File: src/common/pue_pkg.sv
// pixel unpack engine: shared constants, codes, carriers
// assumes a single 25 MHz clock domain and AXI4-Lite register access
package pue_pkg;

	// ------------------------------------------------------------------
	// register byte offsets
	// ------------------------------------------------------------------
	localparam logic [7:0] REG_CTRL = 8'h00;
	localparam logic [7:0] REG_FORMAT = 8'h04;
	localparam logic [7:0] REG_TYPE = 8'h08;
	localparam logic [7:0] REG_ALIGN = 8'h0c;
	localparam logic [7:0] REG_ROW_LEN = 8'h10;
	localparam logic [7:0] REG_SKIP_ROWS = 8'h14;
	localparam logic [7:0] REG_SKIP_PIX = 8'h18;
	localparam logic [7:0] REG_WIDTH = 8'h1c;
	localparam logic [7:0] REG_HEIGHT = 8'h20;
	localparam logic [7:0] REG_BASE = 8'h24;
	localparam logic [7:0] REG_STATUS = 8'h28;
	localparam logic [7:0] REG_INT_STATUS = 8'h2c;
	localparam logic [7:0] REG_INT_MASK = 8'h30;
	localparam logic [7:0] REG_GROUP_CNT = 8'h34;

	// ------------------------------------------------------------------
	// fields and reset values
	// ------------------------------------------------------------------
	localparam int CTRL_START_BIT = 0;
	localparam int CTRL_SWAP_BIT = 1;
	localparam int INT_DONE_BIT = 0;
	localparam int INT_ERR_BIT = 1;
	localparam logic [3:0] ALIGN_RESET = 4'h4;
	localparam logic [1:0] RESP_OKAY = 2'h0;
	localparam logic [1:0] RESP_SLVERR = 2'h2;
	localparam time CLK_PERIOD_NS = 40ns;

	// ------------------------------------------------------------------
	// codes
	// ------------------------------------------------------------------
	typedef enum logic [2:0] {
		S_IDLE = 3'b000, S_SETUP = 3'b001, S_SKIP = 3'b010,
		S_FETCH = 3'b011, S_WAIT = 3'b100, S_EMIT = 3'b101
	} pue_state_type;

	typedef enum logic [4:0] {
		F_STENCIL = 5'h00, F_DEPTH = 5'h01, F_DEPTH_STENCIL = 5'h02,
		F_RED = 5'h03, F_GREEN = 5'h04, F_BLUE = 5'h05, F_RG = 5'h06,
		F_RGB = 5'h07, F_RGBA = 5'h08, F_BGR = 5'h09,
		F_REV_FOUR = 5'h0a, F_RED_I = 5'h0b, F_GREEN_I = 5'h0c,
		F_BLUE_I = 5'h0d, F_RG_I = 5'h0e, F_RGB_I = 5'h0f,
		F_RGBA_I = 5'h10, F_BGR_I = 5'h11, F_REV_FOUR_I = 5'h12
	} pue_format_type;

	typedef enum logic [4:0] {
		T_UBYTE = 5'h00, T_BYTE = 5'h01, T_USHORT = 5'h02,
		T_SHORT = 5'h03, T_UINT = 5'h04, T_INT = 5'h05,
		T_HALF = 5'h06, T_FLOAT = 5'h07, T_332 = 5'h08,
		T_233R = 5'h09, T_565 = 5'h0a, T_565R = 5'h0b,
		T_4444 = 5'h0c, T_4444R = 5'h0d, T_5551 = 5'h0e,
		T_1555R = 5'h0f, T_8888 = 5'h10, T_8888R = 5'h11,
		T_1010102 = 5'h12, T_2101010R = 5'h13, T_24_8 = 5'h14,
		T_F111110R = 5'h15, T_5999R = 5'h16, T_FDS_PAIR = 5'h17
	} pue_type_type;

	typedef enum logic [1:0] {
		TGT_COLOR = 2'h0, TGT_DEPTH = 2'h1, TGT_STENCIL = 2'h2,
		TGT_DEPTH_STENCIL = 2'h3
	} pue_target_type;

	// ------------------------------------------------------------------
	// carriers
	// ------------------------------------------------------------------
	typedef struct packed {
		logic valid;
		logic [31:0] addr;
	} pue_mem_req_type;

	typedef struct packed {
		logic valid;
		logic [2:0] count;
		pue_target_type target;
		logic integerComps;
		logic stencilIndex;
		logic [3:0][31:0] comp;
	} pue_group_type;

endpackage

File: src/verilog/pue_unpack_engine.sv
// pixel rectangle unpack engine with AXI4-Lite registers
// assumes memory answers each one-cycle read request once, later,
// with the addressed element right-justified in memRdData
// ------------------------------------------------------------------
// Overview of operation
// - groups hold one to four elements in format order; i-formats integer
// - stencil, depth, both or color target chosen by format
// - byte reversal: 8-bit kept, 16-bit swapped, 32-bit fully reversed
// - reversal defined only for 8, 16 and 32-bit elements
// - row N starts at base plus N times pitch, padded to alignment
// - odd element widths ignore alignment for pitch
// - skip pixels times n plus skip rows times pitch before first group
// - width contiguous groups per row, next row from row start
// - packed types other than the float depth stencil pair take all components from one word
// - float depth stencil pair: depth word then stencil in low byte
// - packed types carry fixed component counts of three, four or two
// - packed type and format mismatch raises error, transfer rejected
// - field widths follow the packed type digits
// - normal types pack first component high, reversed types low
// - field top bit is the component top bit, no bit reversal
// - packed components right-justified in the pixel word
// - byte reversal happens before field extraction
// - row length zero means width groups per row
// ------------------------------------------------------------------
//
// Design decisions made here: the AXI4-Lite interface to the registers and the register offsets.
`timescale 1ns/1ns
module pue_unpack_engine import pue_pkg::*; (
	input wire logic mclk,
	input wire logic sys_rst,
	input wire logic [7:0] s_axi_awaddr,
	input wire logic s_axi_awvalid,
	output logic s_axi_awready,
	input wire logic [31:0] s_axi_wdata,
	input wire logic [3:0] s_axi_wstrb,
	input wire logic s_axi_wvalid,
	output logic s_axi_wready,
	output logic [1:0] s_axi_bresp,
	output logic s_axi_bvalid,
	input wire logic s_axi_bready,
	input wire logic [7:0] s_axi_araddr,
	input wire logic s_axi_arvalid,
	output logic s_axi_arready,
	output logic [31:0] s_axi_rdata,
	output logic [1:0] s_axi_rresp,
	output logic s_axi_rvalid,
	input wire logic s_axi_rready,
	output pue_mem_req_type memReq,
	input wire logic [31:0] memRdData,
	input wire logic memRdValid,
	output pue_group_type grpOut,
	output logic irq
);

	// ------------------------------------------------------------------
	// decode functions
	// ------------------------------------------------------------------
	function automatic logic isPacked(input logic [4:0] t);
		return t >= T_332;
	endfunction

	function automatic logic [3:0] elemBytes(input logic [4:0] t);
		case (t)
			T_UBYTE, T_BYTE, T_332, T_233R: return 4'h1;
			T_USHORT, T_SHORT, T_HALF: return 4'h2;
			T_565, T_565R, T_4444, T_4444R, T_5551, T_1555R: return 4'h2;
			default: return 4'h4;
		endcase
	endfunction

	// element width in bits, kept at six bits so 32 fits
	function automatic logic [5:0] elemBits(input logic [3:0] s);
		case (s)
			4'h1: return 6'd8;
			4'h2: return 6'd16;
			default: return 6'd32;
		endcase
	endfunction

	// elements per group and format meaning
	function automatic logic [2:0] fmtCount(input logic [4:0] f);
		case (f)
			F_DEPTH_STENCIL, F_RG, F_RG_I: return 3'h2;
			F_RGB, F_BGR, F_RGB_I, F_BGR_I: return 3'h3;
			F_RGBA, F_REV_FOUR, F_RGBA_I, F_REV_FOUR_I: return 3'h4;
			default: return 3'h1;
		endcase
	endfunction

	// fixed component counts of packed types
	function automatic logic [2:0] packedCount(input logic [4:0] t);
		case (t)
			T_332, T_233R, T_565, T_565R, T_F111110R: return 3'h3;
			T_24_8, T_FDS_PAIR: return 3'h2;
			default: return 3'h4;
		endcase
	endfunction

	function automatic logic cfgMismatch(input logic [4:0] t,
			input logic [4:0] f);
		logic match;
		match = 1'b0;
		if (!isPacked(t)) begin
			match = 1'b1;
		end else if (packedCount(t) == fmtCount(f)) begin
			case (t)
				T_24_8, T_FDS_PAIR: match = (f == F_DEPTH_STENCIL);
				T_332, T_233R, T_565, T_565R, T_F111110R, T_5999R:
					match = (f == F_RGB);
				default: match = (f == F_RGBA) || (f == F_REV_FOUR);
			endcase
		end
		return !match;
	endfunction

	// field widths, listed last to first component
	function automatic logic [3:0][5:0] fieldWidths(input logic [4:0] t);
		case (t)
			T_332: return {6'd0, 6'd2, 6'd3, 6'd3};
			T_233R: return {6'd0, 6'd2, 6'd3, 6'd3};
			T_565, T_565R: return {6'd0, 6'd5, 6'd6, 6'd5};
			T_4444, T_4444R: return {6'd4, 6'd4, 6'd4, 6'd4};
			T_5551, T_1555R: return {6'd1, 6'd5, 6'd5, 6'd5};
			T_8888, T_8888R: return {6'd8, 6'd8, 6'd8, 6'd8};
			T_1010102, T_2101010R: return {6'd2, 6'd10, 6'd10, 6'd10};
			T_24_8: return {6'd0, 6'd0, 6'd8, 6'd24};
			T_F111110R: return {6'd0, 6'd10, 6'd11, 6'd11};
			T_5999R: return {6'd5, 6'd9, 6'd9, 6'd9};
			default: return '0;
		endcase
	endfunction

	function automatic logic isRev(input logic [4:0] t);
		case (t)
			T_233R, T_565R, T_4444R, T_1555R, T_8888R: return 1'b1;
			T_2101010R, T_F111110R, T_5999R: return 1'b1;
			default: return 1'b0;
		endcase
	endfunction

	function automatic logic [3:0][31:0] unpackFields(input logic [31:0] w,
			input logic [4:0] t);
		logic [3:0][31:0] c;
		logic [3:0][5:0] wd;
		logic [5:0] pos;
		c = '0;
		wd = fieldWidths(t);
		// container is exactly the element size
		pos = isRev(t) ? 6'd0 : elemBits(elemBytes(t));
		for (int i = 0; i < 4; i++) begin
			// normal from the top, reversed from bit 0
			if (!isRev(t)) begin
				pos = pos - wd[i];
			end
			// plain shift keeps field bit order
			c[i] = (w >> pos) & ((32'h1 << wd[i]) - 32'h1);
			if (isRev(t)) begin
				pos = pos + wd[i];
			end
		end
		return c;
	endfunction

	function automatic logic [31:0] byteSwap(input logic [31:0] w,
			input logic [3:0] s);
		case (s)
			4'h1: return {24'h0, w[7:0]};
			4'h2: return {16'h0, w[7:0], w[15:8]};
			default: return {w[7:0], w[15:8], w[23:16], w[31:24]};
		endcase
	endfunction

	// row pitch in bytes, padded to alignment
	function automatic logic [31:0] pitchBytes(input logic [31:0] nl,
			input logic [3:0] s, input logic [3:0] a);
		logic [31:0] raw;
		raw = 32'(nl * {28'h0, s});
		// alignment ignored for odd element widths
		if (s >= a || !(s == 4'h1 || s == 4'h2 || s == 4'h4 || s == 4'h8)) begin
			return raw;
		end
		return (raw + {28'h0, a} - 32'h1) & ~({28'h0, a} - 32'h1);
	endfunction

	function automatic logic [31:0] applyStrb(input logic [31:0] old,
			input logic [31:0] nw, input logic [3:0] strb);
		logic [31:0] r;
		r = old;
		for (int b = 0; b < 4; b++) begin
			if (strb[b]) begin
				r[8*b +: 8] = nw[8*b +: 8];
			end
		end
		return r;
	endfunction

	// ------------------------------------------------------------------
	// registers and state
	// ------------------------------------------------------------------
	logic swapEn, startReq, evtDone, evtErr, busy, lastErr;
	logic [4:0] fmtSel, typeSel;
	logic [3:0] align;
	logic [15:0] rowLen, skipRows, skipPix, width, height;
	logic [31:0] base, groupCnt, pitch, elemPtr, rowStart;
	logic [1:0] intStatus, intMask;
	logic [7:0] awaddrQ;
	logic [31:0] wdataQ;
	logic [3:0] wstrbQ, elemSize;
	logic [2:0] nElem, idx;
	logic [15:0] grpIdx, rowIdx;
	logic [3:0][31:0] elem;
	logic [31:0] next_rdata;
	logic rdHit, wrHit, wrDo, rdDo, cfgBad;
	pue_state_type state;

	assign wrDo = !s_axi_awready && !s_axi_wready && !s_axi_bvalid;
	assign rdDo = s_axi_arvalid && s_axi_arready;
	assign wrHit = awaddrQ[1:0] == 2'h0 && awaddrQ <= REG_INT_MASK;
	assign rdHit = s_axi_araddr[1:0] == 2'h0 && s_axi_araddr <= REG_GROUP_CNT;
	assign cfgBad = cfgMismatch(typeSel, fmtSel);
	assign busy = state != S_IDLE;

	// ------------------------------------------------------------------
	// write channel
	// ------------------------------------------------------------------
	always_ff @(posedge mclk) begin
		if (sys_rst) begin
			s_axi_awready <= 1'b1;
			s_axi_wready <= 1'b1;
			s_axi_bvalid <= 1'b0;
			s_axi_bresp <= RESP_OKAY;
			awaddrQ <= 8'h00;
			wdataQ <= 32'h0;
			wstrbQ <= 4'h0;
		end else begin
			if (s_axi_awvalid && s_axi_awready) begin
				awaddrQ <= s_axi_awaddr;
				s_axi_awready <= 1'b0;
			end
			if (s_axi_wvalid && s_axi_wready) begin
				wdataQ <= s_axi_wdata;
				wstrbQ <= s_axi_wstrb;
				s_axi_wready <= 1'b0;
			end
			if (wrDo) begin
				s_axi_bvalid <= 1'b1;
				s_axi_bresp <= wrHit ? RESP_OKAY : RESP_SLVERR;
			end else if (s_axi_bvalid && s_axi_bready) begin
				s_axi_bvalid <= 1'b0;
				s_axi_awready <= 1'b1;
				s_axi_wready <= 1'b1;
			end
		end
	end

	// config writes are not blocked while busy; host keeps them stable
	always_ff @(posedge mclk) begin
		if (sys_rst) begin
			swapEn <= 1'b0;
			startReq <= 1'b0;
			fmtSel <= 5'h00;
			typeSel <= 5'h00;
			align <= ALIGN_RESET;
			rowLen <= 16'h0;
			skipRows <= 16'h0;
			skipPix <= 16'h0;
			width <= 16'h0;
			height <= 16'h0;
			base <= 32'h0;
			intMask <= 2'h0;
		end else begin
			startReq <= 1'b0;
			if (wrDo) begin
				case (awaddrQ)
					REG_CTRL: begin
						if (wstrbQ[0]) begin
							swapEn <= wdataQ[CTRL_SWAP_BIT];
							startReq <= wdataQ[CTRL_START_BIT] && !busy;
						end
					end
					REG_FORMAT: fmtSel <= 5'(applyStrb({27'h0, fmtSel},
						wdataQ, wstrbQ));
					REG_TYPE: typeSel <= 5'(applyStrb({27'h0, typeSel},
						wdataQ, wstrbQ));
					REG_ALIGN: begin
						// only 1, 2, 4 or 8 is taken
						if (wstrbQ[0] && wdataQ[7:4] == 4'h0 && wdataQ[3:0] != 4'h0
								&& (wdataQ[3:0] & (wdataQ[3:0] - 4'h1)) == 4'h0) begin
							align <= wdataQ[3:0];
						end
					end
					REG_ROW_LEN: rowLen <= 16'(applyStrb({16'h0, rowLen},
						wdataQ, wstrbQ));
					REG_SKIP_ROWS: skipRows <= 16'(applyStrb({16'h0, skipRows},
						wdataQ, wstrbQ));
					REG_SKIP_PIX: skipPix <= 16'(applyStrb({16'h0, skipPix},
						wdataQ, wstrbQ));
					REG_WIDTH: width <= 16'(applyStrb({16'h0, width},
						wdataQ, wstrbQ));
					REG_HEIGHT: height <= 16'(applyStrb({16'h0, height},
						wdataQ, wstrbQ));
					REG_BASE: base <= applyStrb(base, wdataQ, wstrbQ);
					REG_INT_MASK: intMask <= 2'(applyStrb({30'h0, intMask},
						wdataQ, wstrbQ));
					default: ;
				endcase
			end
		end
	end

	// ------------------------------------------------------------------
	// read channel
	// ------------------------------------------------------------------
	always_comb begin
		case (s_axi_araddr)
			REG_CTRL: next_rdata = {30'h0, swapEn, 1'b0};
			REG_FORMAT: next_rdata = {27'h0, fmtSel};
			REG_TYPE: next_rdata = {27'h0, typeSel};
			REG_ALIGN: next_rdata = {28'h0, align};
			REG_ROW_LEN: next_rdata = {16'h0, rowLen};
			REG_SKIP_ROWS: next_rdata = {16'h0, skipRows};
			REG_SKIP_PIX: next_rdata = {16'h0, skipPix};
			REG_WIDTH: next_rdata = {16'h0, width};
			REG_HEIGHT: next_rdata = {16'h0, height};
			REG_BASE: next_rdata = base;
			REG_STATUS: next_rdata = {30'h0, lastErr, busy};
			REG_INT_STATUS: next_rdata = {30'h0, intStatus};
			REG_INT_MASK: next_rdata = {30'h0, intMask};
			REG_GROUP_CNT: next_rdata = groupCnt;
			default: next_rdata = 32'h0;
		endcase
	end

	always_ff @(posedge mclk) begin
		if (sys_rst) begin
			s_axi_arready <= 1'b1;
			s_axi_rvalid <= 1'b0;
			s_axi_rdata <= 32'h0;
			s_axi_rresp <= RESP_OKAY;
		end else if (rdDo) begin
			s_axi_arready <= 1'b0;
			s_axi_rvalid <= 1'b1;
			s_axi_rdata <= rdHit ? next_rdata : 32'h0;
			s_axi_rresp <= rdHit ? RESP_OKAY : RESP_SLVERR;
		end else if (s_axi_rvalid && s_axi_rready) begin
			s_axi_rvalid <= 1'b0;
			s_axi_arready <= 1'b1;
		end
	end

	// ------------------------------------------------------------------
	// interrupt status, read-to-clear; a new event beats the clear
	// ------------------------------------------------------------------
	always_ff @(posedge mclk) begin
		if (sys_rst) begin
			intStatus <= 2'h0;
			irq <= 1'b0;
		end else begin
			intStatus <= ((rdDo && s_axi_araddr == REG_INT_STATUS) ? 2'h0 : intStatus)
				| {evtErr, evtDone};
			irq <= |(intStatus & intMask);
		end
	end

	// ------------------------------------------------------------------
	// transfer engine
	// ------------------------------------------------------------------
	always_ff @(posedge mclk) begin
		if (sys_rst) begin
			state <= S_IDLE;
			evtDone <= 1'b0;
			evtErr <= 1'b0;
			lastErr <= 1'b0;
			memReq <= '0;
			elemSize <= 4'h1;
			nElem <= 3'h1;
			idx <= 3'h0;
			pitch <= 32'h0;
			elemPtr <= 32'h0;
			rowStart <= 32'h0;
			grpIdx <= 16'h0;
			rowIdx <= 16'h0;
			elem <= '0;
		end else begin
			evtDone <= 1'b0;
			evtErr <= 1'b0;
			memReq.valid <= 1'b0;
			case (state)
				S_IDLE: begin
					if (startReq) begin
						lastErr <= cfgBad;
						if (cfgBad) begin
							evtErr <= 1'b1;
						end else if (width == 16'h0 || height == 16'h0) begin
							evtDone <= 1'b1;
						end else begin
							state <= S_SETUP;
						end
					end
				end
				S_SETUP: begin
					elemSize <= elemBytes(typeSel);
					// the pair is two 32-bit words per group
					nElem <= typeSel == T_FDS_PAIR ? 3'h2
						: isPacked(typeSel) ? 3'h1 : fmtCount(fmtSel);
					state <= S_SKIP;
				end
				S_SKIP: begin
					// row length zero falls back to width
					pitch <= pitchBytes(32'({16'h0, rowLen == 16'h0 ? width : rowLen}
						* {29'h0, nElem}), elemSize, align);
					state <= S_FETCH;
				end
				S_FETCH: begin
					if (rowIdx == 16'h0 && grpIdx == 16'h0 && idx == 3'h0) begin
						// skip offsets before the first group
						elemPtr <= base + 32'({16'h0, skipPix} * {29'h0, nElem}
							* {28'h0, elemSize}) + 32'({16'h0, skipRows} * pitch);
						// row start keeps the skip-pixel offset for every row
						rowStart <= base + 32'({16'h0, skipPix} * {29'h0, nElem}
							* {28'h0, elemSize}) + 32'({16'h0, skipRows} * pitch);
						memReq.addr <= base + 32'({16'h0, skipPix} * {29'h0, nElem}
							* {28'h0, elemSize}) + 32'({16'h0, skipRows} * pitch);
					end else begin
						memReq.addr <= elemPtr;
					end
					memReq.valid <= 1'b1;
					state <= S_WAIT;
				end
				S_WAIT: begin
					if (memRdValid) begin
						// reversal before any field is taken
						elem[idx] <= swapEn ? byteSwap(memRdData, elemSize)
							: memRdData & (32'hffffffff >> (6'd32 - elemBits(elemSize)));
						elemPtr <= memReq.addr + {28'h0, elemSize};
						if (idx == nElem - 3'h1) begin
							state <= S_EMIT;
						end else begin
							idx <= idx + 3'h1;
							state <= S_FETCH;
						end
					end
				end
				S_EMIT: begin
					idx <= 3'h0;
					// next row from row start plus pitch
					if (grpIdx == width - 16'h1) begin
						grpIdx <= 16'h0;
						rowStart <= rowStart + pitch;
						elemPtr <= rowStart + pitch;
						if (rowIdx == height - 16'h1) begin
							rowIdx <= 16'h0;
							evtDone <= 1'b1;
							state <= S_IDLE;
						end else begin
							rowIdx <= rowIdx + 16'h1;
							state <= S_FETCH;
						end
					end else begin
						grpIdx <= grpIdx + 16'h1;
						state <= S_FETCH;
					end
				end
				default: state <= S_IDLE;
			endcase
		end
	end

	// ------------------------------------------------------------------
	// group output
	// ------------------------------------------------------------------
	always_ff @(posedge mclk) begin
		if (sys_rst) begin
			grpOut <= '0;
			groupCnt <= 32'h0;
		end else begin
			grpOut.valid <= state == S_EMIT;
			if (state == S_IDLE && startReq) begin
				groupCnt <= 32'h0;
			end
			if (state == S_EMIT) begin
				groupCnt <= groupCnt + 32'h1;
				grpOut.count <= isPacked(typeSel) ? packedCount(typeSel)
					: fmtCount(fmtSel);
				case (fmtSel)
					F_STENCIL: grpOut.target <= TGT_STENCIL;
					F_DEPTH: grpOut.target <= TGT_DEPTH;
					F_DEPTH_STENCIL: grpOut.target <= TGT_DEPTH_STENCIL;
					default: grpOut.target <= TGT_COLOR;
				endcase
				grpOut.stencilIndex <= fmtSel == F_STENCIL
					|| fmtSel == F_DEPTH_STENCIL;
				grpOut.integerComps <= fmtSel >= F_RED_I;
				if (typeSel == T_FDS_PAIR) begin
					// depth word, stencil in low byte of second
					grpOut.comp <= {64'h0, 24'h0, elem[1][7:0], elem[0]};
				end else if (isPacked(typeSel)) begin
					grpOut.comp <= unpackFields(elem[0], typeSel);
				end else begin
					grpOut.comp <= elem;
				end
			end
		end
	end
endmodule // pue_unpack_engine

File: config.mk
export PLATFORM = sky130hd
export DESIGN_NAME = pue_unpack_engine
export DESIGN_NICKNAME = d
export VERILOG_FILES = /design/src/common/pue_pkg.sv /design/src/verilog/pue_unpack_engine.sv
export SDC_FILE = /design/constraint.sdc
export NUM_CORES = 2
export LEC_CHECK = 0
export ABC_AREA = 1
export BUFFER_PORTS_ARGS = -buffer_cell sky130_fd_sc_hd__buf_2
export CAP_MARGIN = 20
export CORE_ASPECT_RATIO = 1.1
export CORE_MARGIN = 1.5
export CORE_UTILIZATION = 60
export DETAILED_ROUTE_END_ITERATION = 16
export GPL_ROUTABILITY_DRIVEN = 0
export PLACE_DENSITY = 0.78
export REMOVE_ABC_BUFFERS = 1
export SETUP_SLACK_MARGIN = 0.3
export SYNTH_ARGS = -nofsm -noshare
export SYNTH_HDL_FRONTEND = slang
export SYNTH_SLANG_ARGS = --single-unit
File: constraint.sdc
create_clock -name mclk -period 18.3 [get_ports mclk]
set_input_delay 0.915 -clock mclk [delete_from_list [all_inputs] [get_ports mclk]]
set_output_delay 0.915 -clock mclk [all_outputs]
set_load 0.01 [all_outputs]
# == Word-level counts from Yosys, hierarchy flattened ==
# Memories as Yosys holds them, arrays and structs flattened. A register that Yosys moved wholly into a read port is not among the register bits.
# Cells that the tools add are included.
# totals
in_bits,92
reg_bits,691
wordCells,468
output_inout_bits,211
rom_bits,1184
memories,14
# memory_table
name,words,width,read_ports,rd_ports_with_merged_regs,wr,line_no,text
(name not given),32,17,1,1,0,pue_unpack_engine.sv:118,case (t)
(name not given),32,3,1,1,0,pue_unpack_engine.sv:82,case (f)
(name not given),32,3,1,1,0,pue_unpack_engine.sv:82,
(name not given),32,3,1,1,0,pue_unpack_engine.sv:82,
(name not given),16,3,1,1,0,pue_unpack_engine.sv:63,case (t)
(name not given),16,3,1,1,0,pue_unpack_engine.sv:63,
8 more memories,n/a,n/a,n/a,n/a,n/a,n/a,
# classes
shift,9
eq_ne,58
mul,5
n_mux,187
bitwise_logic,15
reduce_logical,85
addsub,27
magnitude_cmp,7
# ops
cell,n
two-way mux 32 bit,14
case mux 32 bit (14 select lines),1
two-way mux 6 bit,43
two-way mux 128 bit,2
AND 32 bit,6
bitwise mux 128 bit,1
case mux 32 bit (2 select lines),2
"<< shifter 1 x 6 -> 32 bit, first input constant",4
>> shifter 32 x 6 -> 32 bit,4
"subtractor 32 x 1 -> 32 bit, second input constant",4
two-way mux 5 bit,24
two-way mux 24 bit,4
case mux 32 bit (3 select lines),1
zero test 16 bit,5
"equality test 8 x 6 -> 1 bit, second input constant",9
AND reduction 3 bit,22
adder 32 bit,2
demux 32 bit (select 2 bit),1
"equality test 8 x 5 -> 1 bit, second input constant",8
two-way mux 1 bit,55
two-way mux 16 bit,3
multiplier 19 x 4 -> 23 bit,2
two-way mux 4 bit,10
two-way mux 3 bit,13
other kinds (69),153

# == Logic depth before layout (Yosys ltp) ==
# logic_depth
ltp_word,58
depth_mapped,54
mapped_depth_nobuf,50

# == Worst setup path before layout ==
# No wires, ideal clock.
# synth_timing
path_kind,reg-to-reg
from,reg nElem[2]
to,reg elemPtr[30]
stages_incl_launch_ff,51
arrival_ns,9.096
path_slack_ns,9.072
path_cell_list,dfxtp_1 clkbuf_1 clkbuf_1 nand2_1 fa_1 inv_1 ha_1 inv_1 fa_1 o21ai_1 a21oi_1 o21ai_1 a21oi_1 o21ai_1 a21oi_1 o21bai_1 a21oi_1 o21bai_1 [15 not listed] nand2_1 nor2_1 inv_1 o221ai_1 a21oi_1 o21ai_1 nand3_1 nand2_1 nand2_1 nand2_1 nand2_1 nand2_1 xor2_1 o21ai_0 nand2_1 o221ai_1 nand2_1 a21oi_1
# synth_via
elab_chain_cells,6
# synth_lines
item,line_no,text
start: declaration,pue_unpack_engine.sv:209,"logic [2:0] nElem, idx;"
start signal: assignment,pue_unpack_engine.sv:404,nElem <= typeSel == T_FDS_PAIR ? 3'h2
multiplier 16 x 3 -> 19 bit,pue_unpack_engine.sv:417,"elemPtr <= base + 32'({16'h0, skipPix} * {29'h0, nElem}"
multiplier 19 x 4 -> 23 bit,pue_unpack_engine.sv:418,"* {28'h0, elemSize}) + 32'({16'h0, skipRows} * pitch);"
adder 32 x 23 -> 32 bit,pue_unpack_engine.sv:417,
adder 32 bit,pue_unpack_engine.sv:418,
two-way mux 32 bit,pue_unpack_engine.sv:415,if (rowIdx == 16'h0 && grpIdx == 16'h0 && idx == 3'h0) begin
case mux 32 bit (3 select lines),pue_unpack_engine.sv:388,case (state)
end signal: assignment,pue_unpack_engine.sv:417,
end signal: assignment,pue_unpack_engine.sv:435,"elemPtr <= memReq.addr + {28'h0, elemSize};"
end signal: assignment,pue_unpack_engine.sv:450,elemPtr <= rowStart + pitch;
end: declaration,pue_unpack_engine.sv:204,"logic [31:0] base, groupCnt, pitch, elemPtr, rowStart;"
# No other way between the ends.
# A chain may end at the register's enable or synchronous reset.

# == Worst setup path after layout ==
# layout_timing
from,reg nElem[0]
to,reg elemPtr[26]
# The elaborated chain is that of the path after synthesis.

==> out/results.txt <==
Status: completed
FF-to-FF setup slack: 7440 ps
Initial antenna violation count: 9
Relative slew slack: 8.47%
Share of flip-flops with an asynchronous set or reset: 0%
Met1 wire length: 79.7 mm
Layout cells sized above 1: 7.46%
Syn Area/Cell: 6.84 sq um
RSZ-0062 raised after global routing: no
Post-route DRC: 0
WP data arrival: 11,460 ps
Top Layer Used: met5
Tot Pwr: 3.36 mW
Synth Warn #: 0
Main combinational cell family by area after synthesis: simple AND/OR/NAND/NOR gates
Cell Pwr Density: 50.3 mW/mm^2
Leakage: 31.4 nW
Core area: 0.102 sq mm
Setup TNS: 0 ps
Least-Margin Pin Slew: 1370 ps
Clock tree buffer depth: 3
Worst vdd ir: 81.3 uV
PortBufs: 300
Combinational power share: 4.7%
Setup Buffers After CTS: 0
Synth Area in XOR/XNOR: 2.97%
Worst Slack Setup Final: 7440 ps
Clk slew on worst S/H paths: 60 ps
Period utilization: 59.3%
Post-synthesis compound-gate area fraction: 19.5%
Vias per cell: 6.08
# IOs: 303
Distinct cells, synth: 75
Fmax: 92.1 MHz
Synth Area in Adders: 20.9%
Flop pwr share: 45.9%
Synth-to-Final Area Change: 8.41%
CP endpoint kind: register
Simple-Gate Fraction of Synth Area: 21.3%
Dpl ws: 7380 ps
Syn Inst Count: 9,001
Overall Global Routing Usage: 40.7%
Post-DP HPWL: 164 mm
Largest stage delay, worst path: 1070 ps
Proportion of synthesized area in mux cells: 0.490%
Die Area: 0.105 sq mm
First-pass GRT wire length: 334 mm
EDFF count, synth: 0
Sink Count: 701
Largest net degree at the start of global routing: 187
WHS: 446 ps
Vias in the first global route: 60,300
Sw Share: 25.1%
Count of state elements after synthesis: 701
Nets: 9,875
Post-synthesis sequential area ratio: 22.8%
Endpoints failing setup: 0
CP startpoint kind: register
Drt first pass iters: 10
Predominant post-synthesis flop cell: dfxtp_1
Clock share of power: 49.4%
Row cnt: 123
Number of DRC markers in iteration 0: 8,257
Initial Util: 60.3%
Max Cap Violations: 0
Cell Area, Synth: 0.0616 sq mm
Cell repeated most along the worst path: fa_1
Total Routed Length: 217 mm
Clk root buf: clkbuf_16
Met2 wire length: 92.3 mm
Crit path max-delay cell type: dfxtp_1
Met3 Routed Length: 29.8 mm
Die height: 339 um
Net switching power: 843 uW
# hold bufs at CTS: 0
Clk Latency, worst-skew pair: 700 ps
CTS resizes: 0
Remaining Overflow, GRT: 0
CTS H-tree depth: 3
Antenna Violating Nets Remaining: 0
Die width: 308 um
Detailed-route via count: 63,600
CTS tree: yes
Min cycle time layout: 10,860 ps
Num CTS Buffers: 78
Fin util: 65.4%
P_int: 2.52 mW
Hold Violations, Final: 0
CP max FO: 32
Worst Path Required: 18,900 ps
Wirelength per Cell: 20.7 um
Slew Viols, Final: 0
Worst Path Class, Setup: register to register
HP Class: register to register
Final Skew: 46.1 ps
## worst paths after layout
path | startpoint | depth (start not counted) | endpoint
max reg2reg | nElem[0] | 47 | elemPtr[26]
min reg2reg | evtErr | 2 | intStatus[1]
min | evtErr | 2 | intStatus[1]
max | nElem[0] | 47 | elemPtr[26]
## routing by layer
layer,global-route usage [%],up-vias
li1,-,29100
met1,51.4,29400
met2,61.7,4190
met3,11.4,974
met4,24.7,2
met5,0,-
## layout make-up
| class | count | area [sq um] |
|---|---|---|
| clock inverters | 32 | 413 |
| well taps | 1375 | 1720 |
| flip-flops and latches | 701 | 14000 |
| fillers | 8946 | 35300 |
| inverters | 1487 | 5590 |
| diodes | 11 | 27.5 |
| clock buffers | 112 | 2260 |
| repair buffers | 409 | 2460 |
| multi-input cells | 6342 | 40200 |
## logic make-up after synthesis
logic type | Yosys count
simple gates | 3171
compound gates | 2166
buf+inv | 1959
fa+ha+maj | 764
flops | 701
xor+xnor | 209
mux | 30
other cells | 1
## state kept, by name, indices dropped and copies added, names as in the netlist, 25 cells and up, named ones only
| name | count |
|---|---|
| grpOut | 136 |
| elem | 128 |
| memReq | 33 |
| base | 32 |
| elemPtr | 32 |
| groupCnt | 32 |
| rowStart | 32 |
| s_axi_rdata | 32 |
| wdataQ | 32 |
| pitch | 25 |
## layout by cell type (no fill, tap or decap), types with 24 or more instances in the layout
cell       instances
nand2_1         1937
inv_1           1439
o21ai_0          927
a21oi_1          779
dfxtp_1          698
nor2_1           580
fa_1             441
ha_1             323
buf_2            299
nand3_1          262
nor3_1           158
xor2_1           138
buf_4             99
clkbuf_16         78
xnor2_1           71
o211ai_1          67
nand4_1           66
or2_2             57
a31oi_1           51
nor4_1            41
a211oi_1          41
o22ai_1           37
o21ai_1           35
o21a_1            33
a221oi_1          31
clkinv_1          29
mux2i_1           29
o221ai_1          24
## cell usage after synthesis (17+ instances only)
cell,count,area (sq um)
nand2_1,1938,7270
inv_1,1441,5410
o21ai_0,933,4670
a21oi_1,779,3900
dfxtp_1,701,14000
nor2_1,586,2200
fa_1,441,8830
clkbuf_1,426,1600
ha_1,323,4040
nand3_1,262,1310
nor3_1,162,811
xor2_1,138,1210
xnor2_1,71,622
o211ai_1,67,503
nand4_1,66,413
or2_2,57,357
a31oi_1,51,319
nor4_1,42,263
a211oi_1,41,308
o22ai_1,37,231
a221oi_1,35,307
o21a_1,33,248
o21ai_1,31,155
clkinv_1,29,109
mux2i_1,29,290
o221ai_1,24,210
buf_1,20,75.1
o31ai_1,19,143
buf_2,18,90.1
o2111ai_1,18,158
inv_2,17,63.8
## power by group through the flow
| stage | Combinational [mW] | Sequential (mW) | Clock [mW] |
|---|---|---|---|
| 2_1_floorplan | 0.0849 | 1.57 | 0 |
| 3_3_place_gp | 0.146 | 1.58 | 0 |
| 3_5_place_dp | 0.148 | 1.58 | 0 |
| 4_1_cts | 0.149 | 1.54 | 1.66 |
| 5_1_grt | 0.168 | 1.54 | 1.73 |
| 6_report | 0.157 | 1.54 | 1.66 |
## critical path: cells and delay by family (launching register included)
family	cells	cell delay (ps)
compound gates	17	2830
fa+ha+maj	11	4840
flops	1	1070
simple gates	11	1470
buf+inv	7	420
xor+xnor	1	130
## metrics by stage
step | area (sq um) | instances
3_3_place_gp | 63800 | 10300
4_1_cts | 66500 | 10400
6_report | 66800 | 10500
3_5_place_dp | 63900 | 10300
2_1_floorplan | 59700 | 8530
5_1_grt | 66700 | 10500
Note: power is estimated with default switching activity, not from simulation.
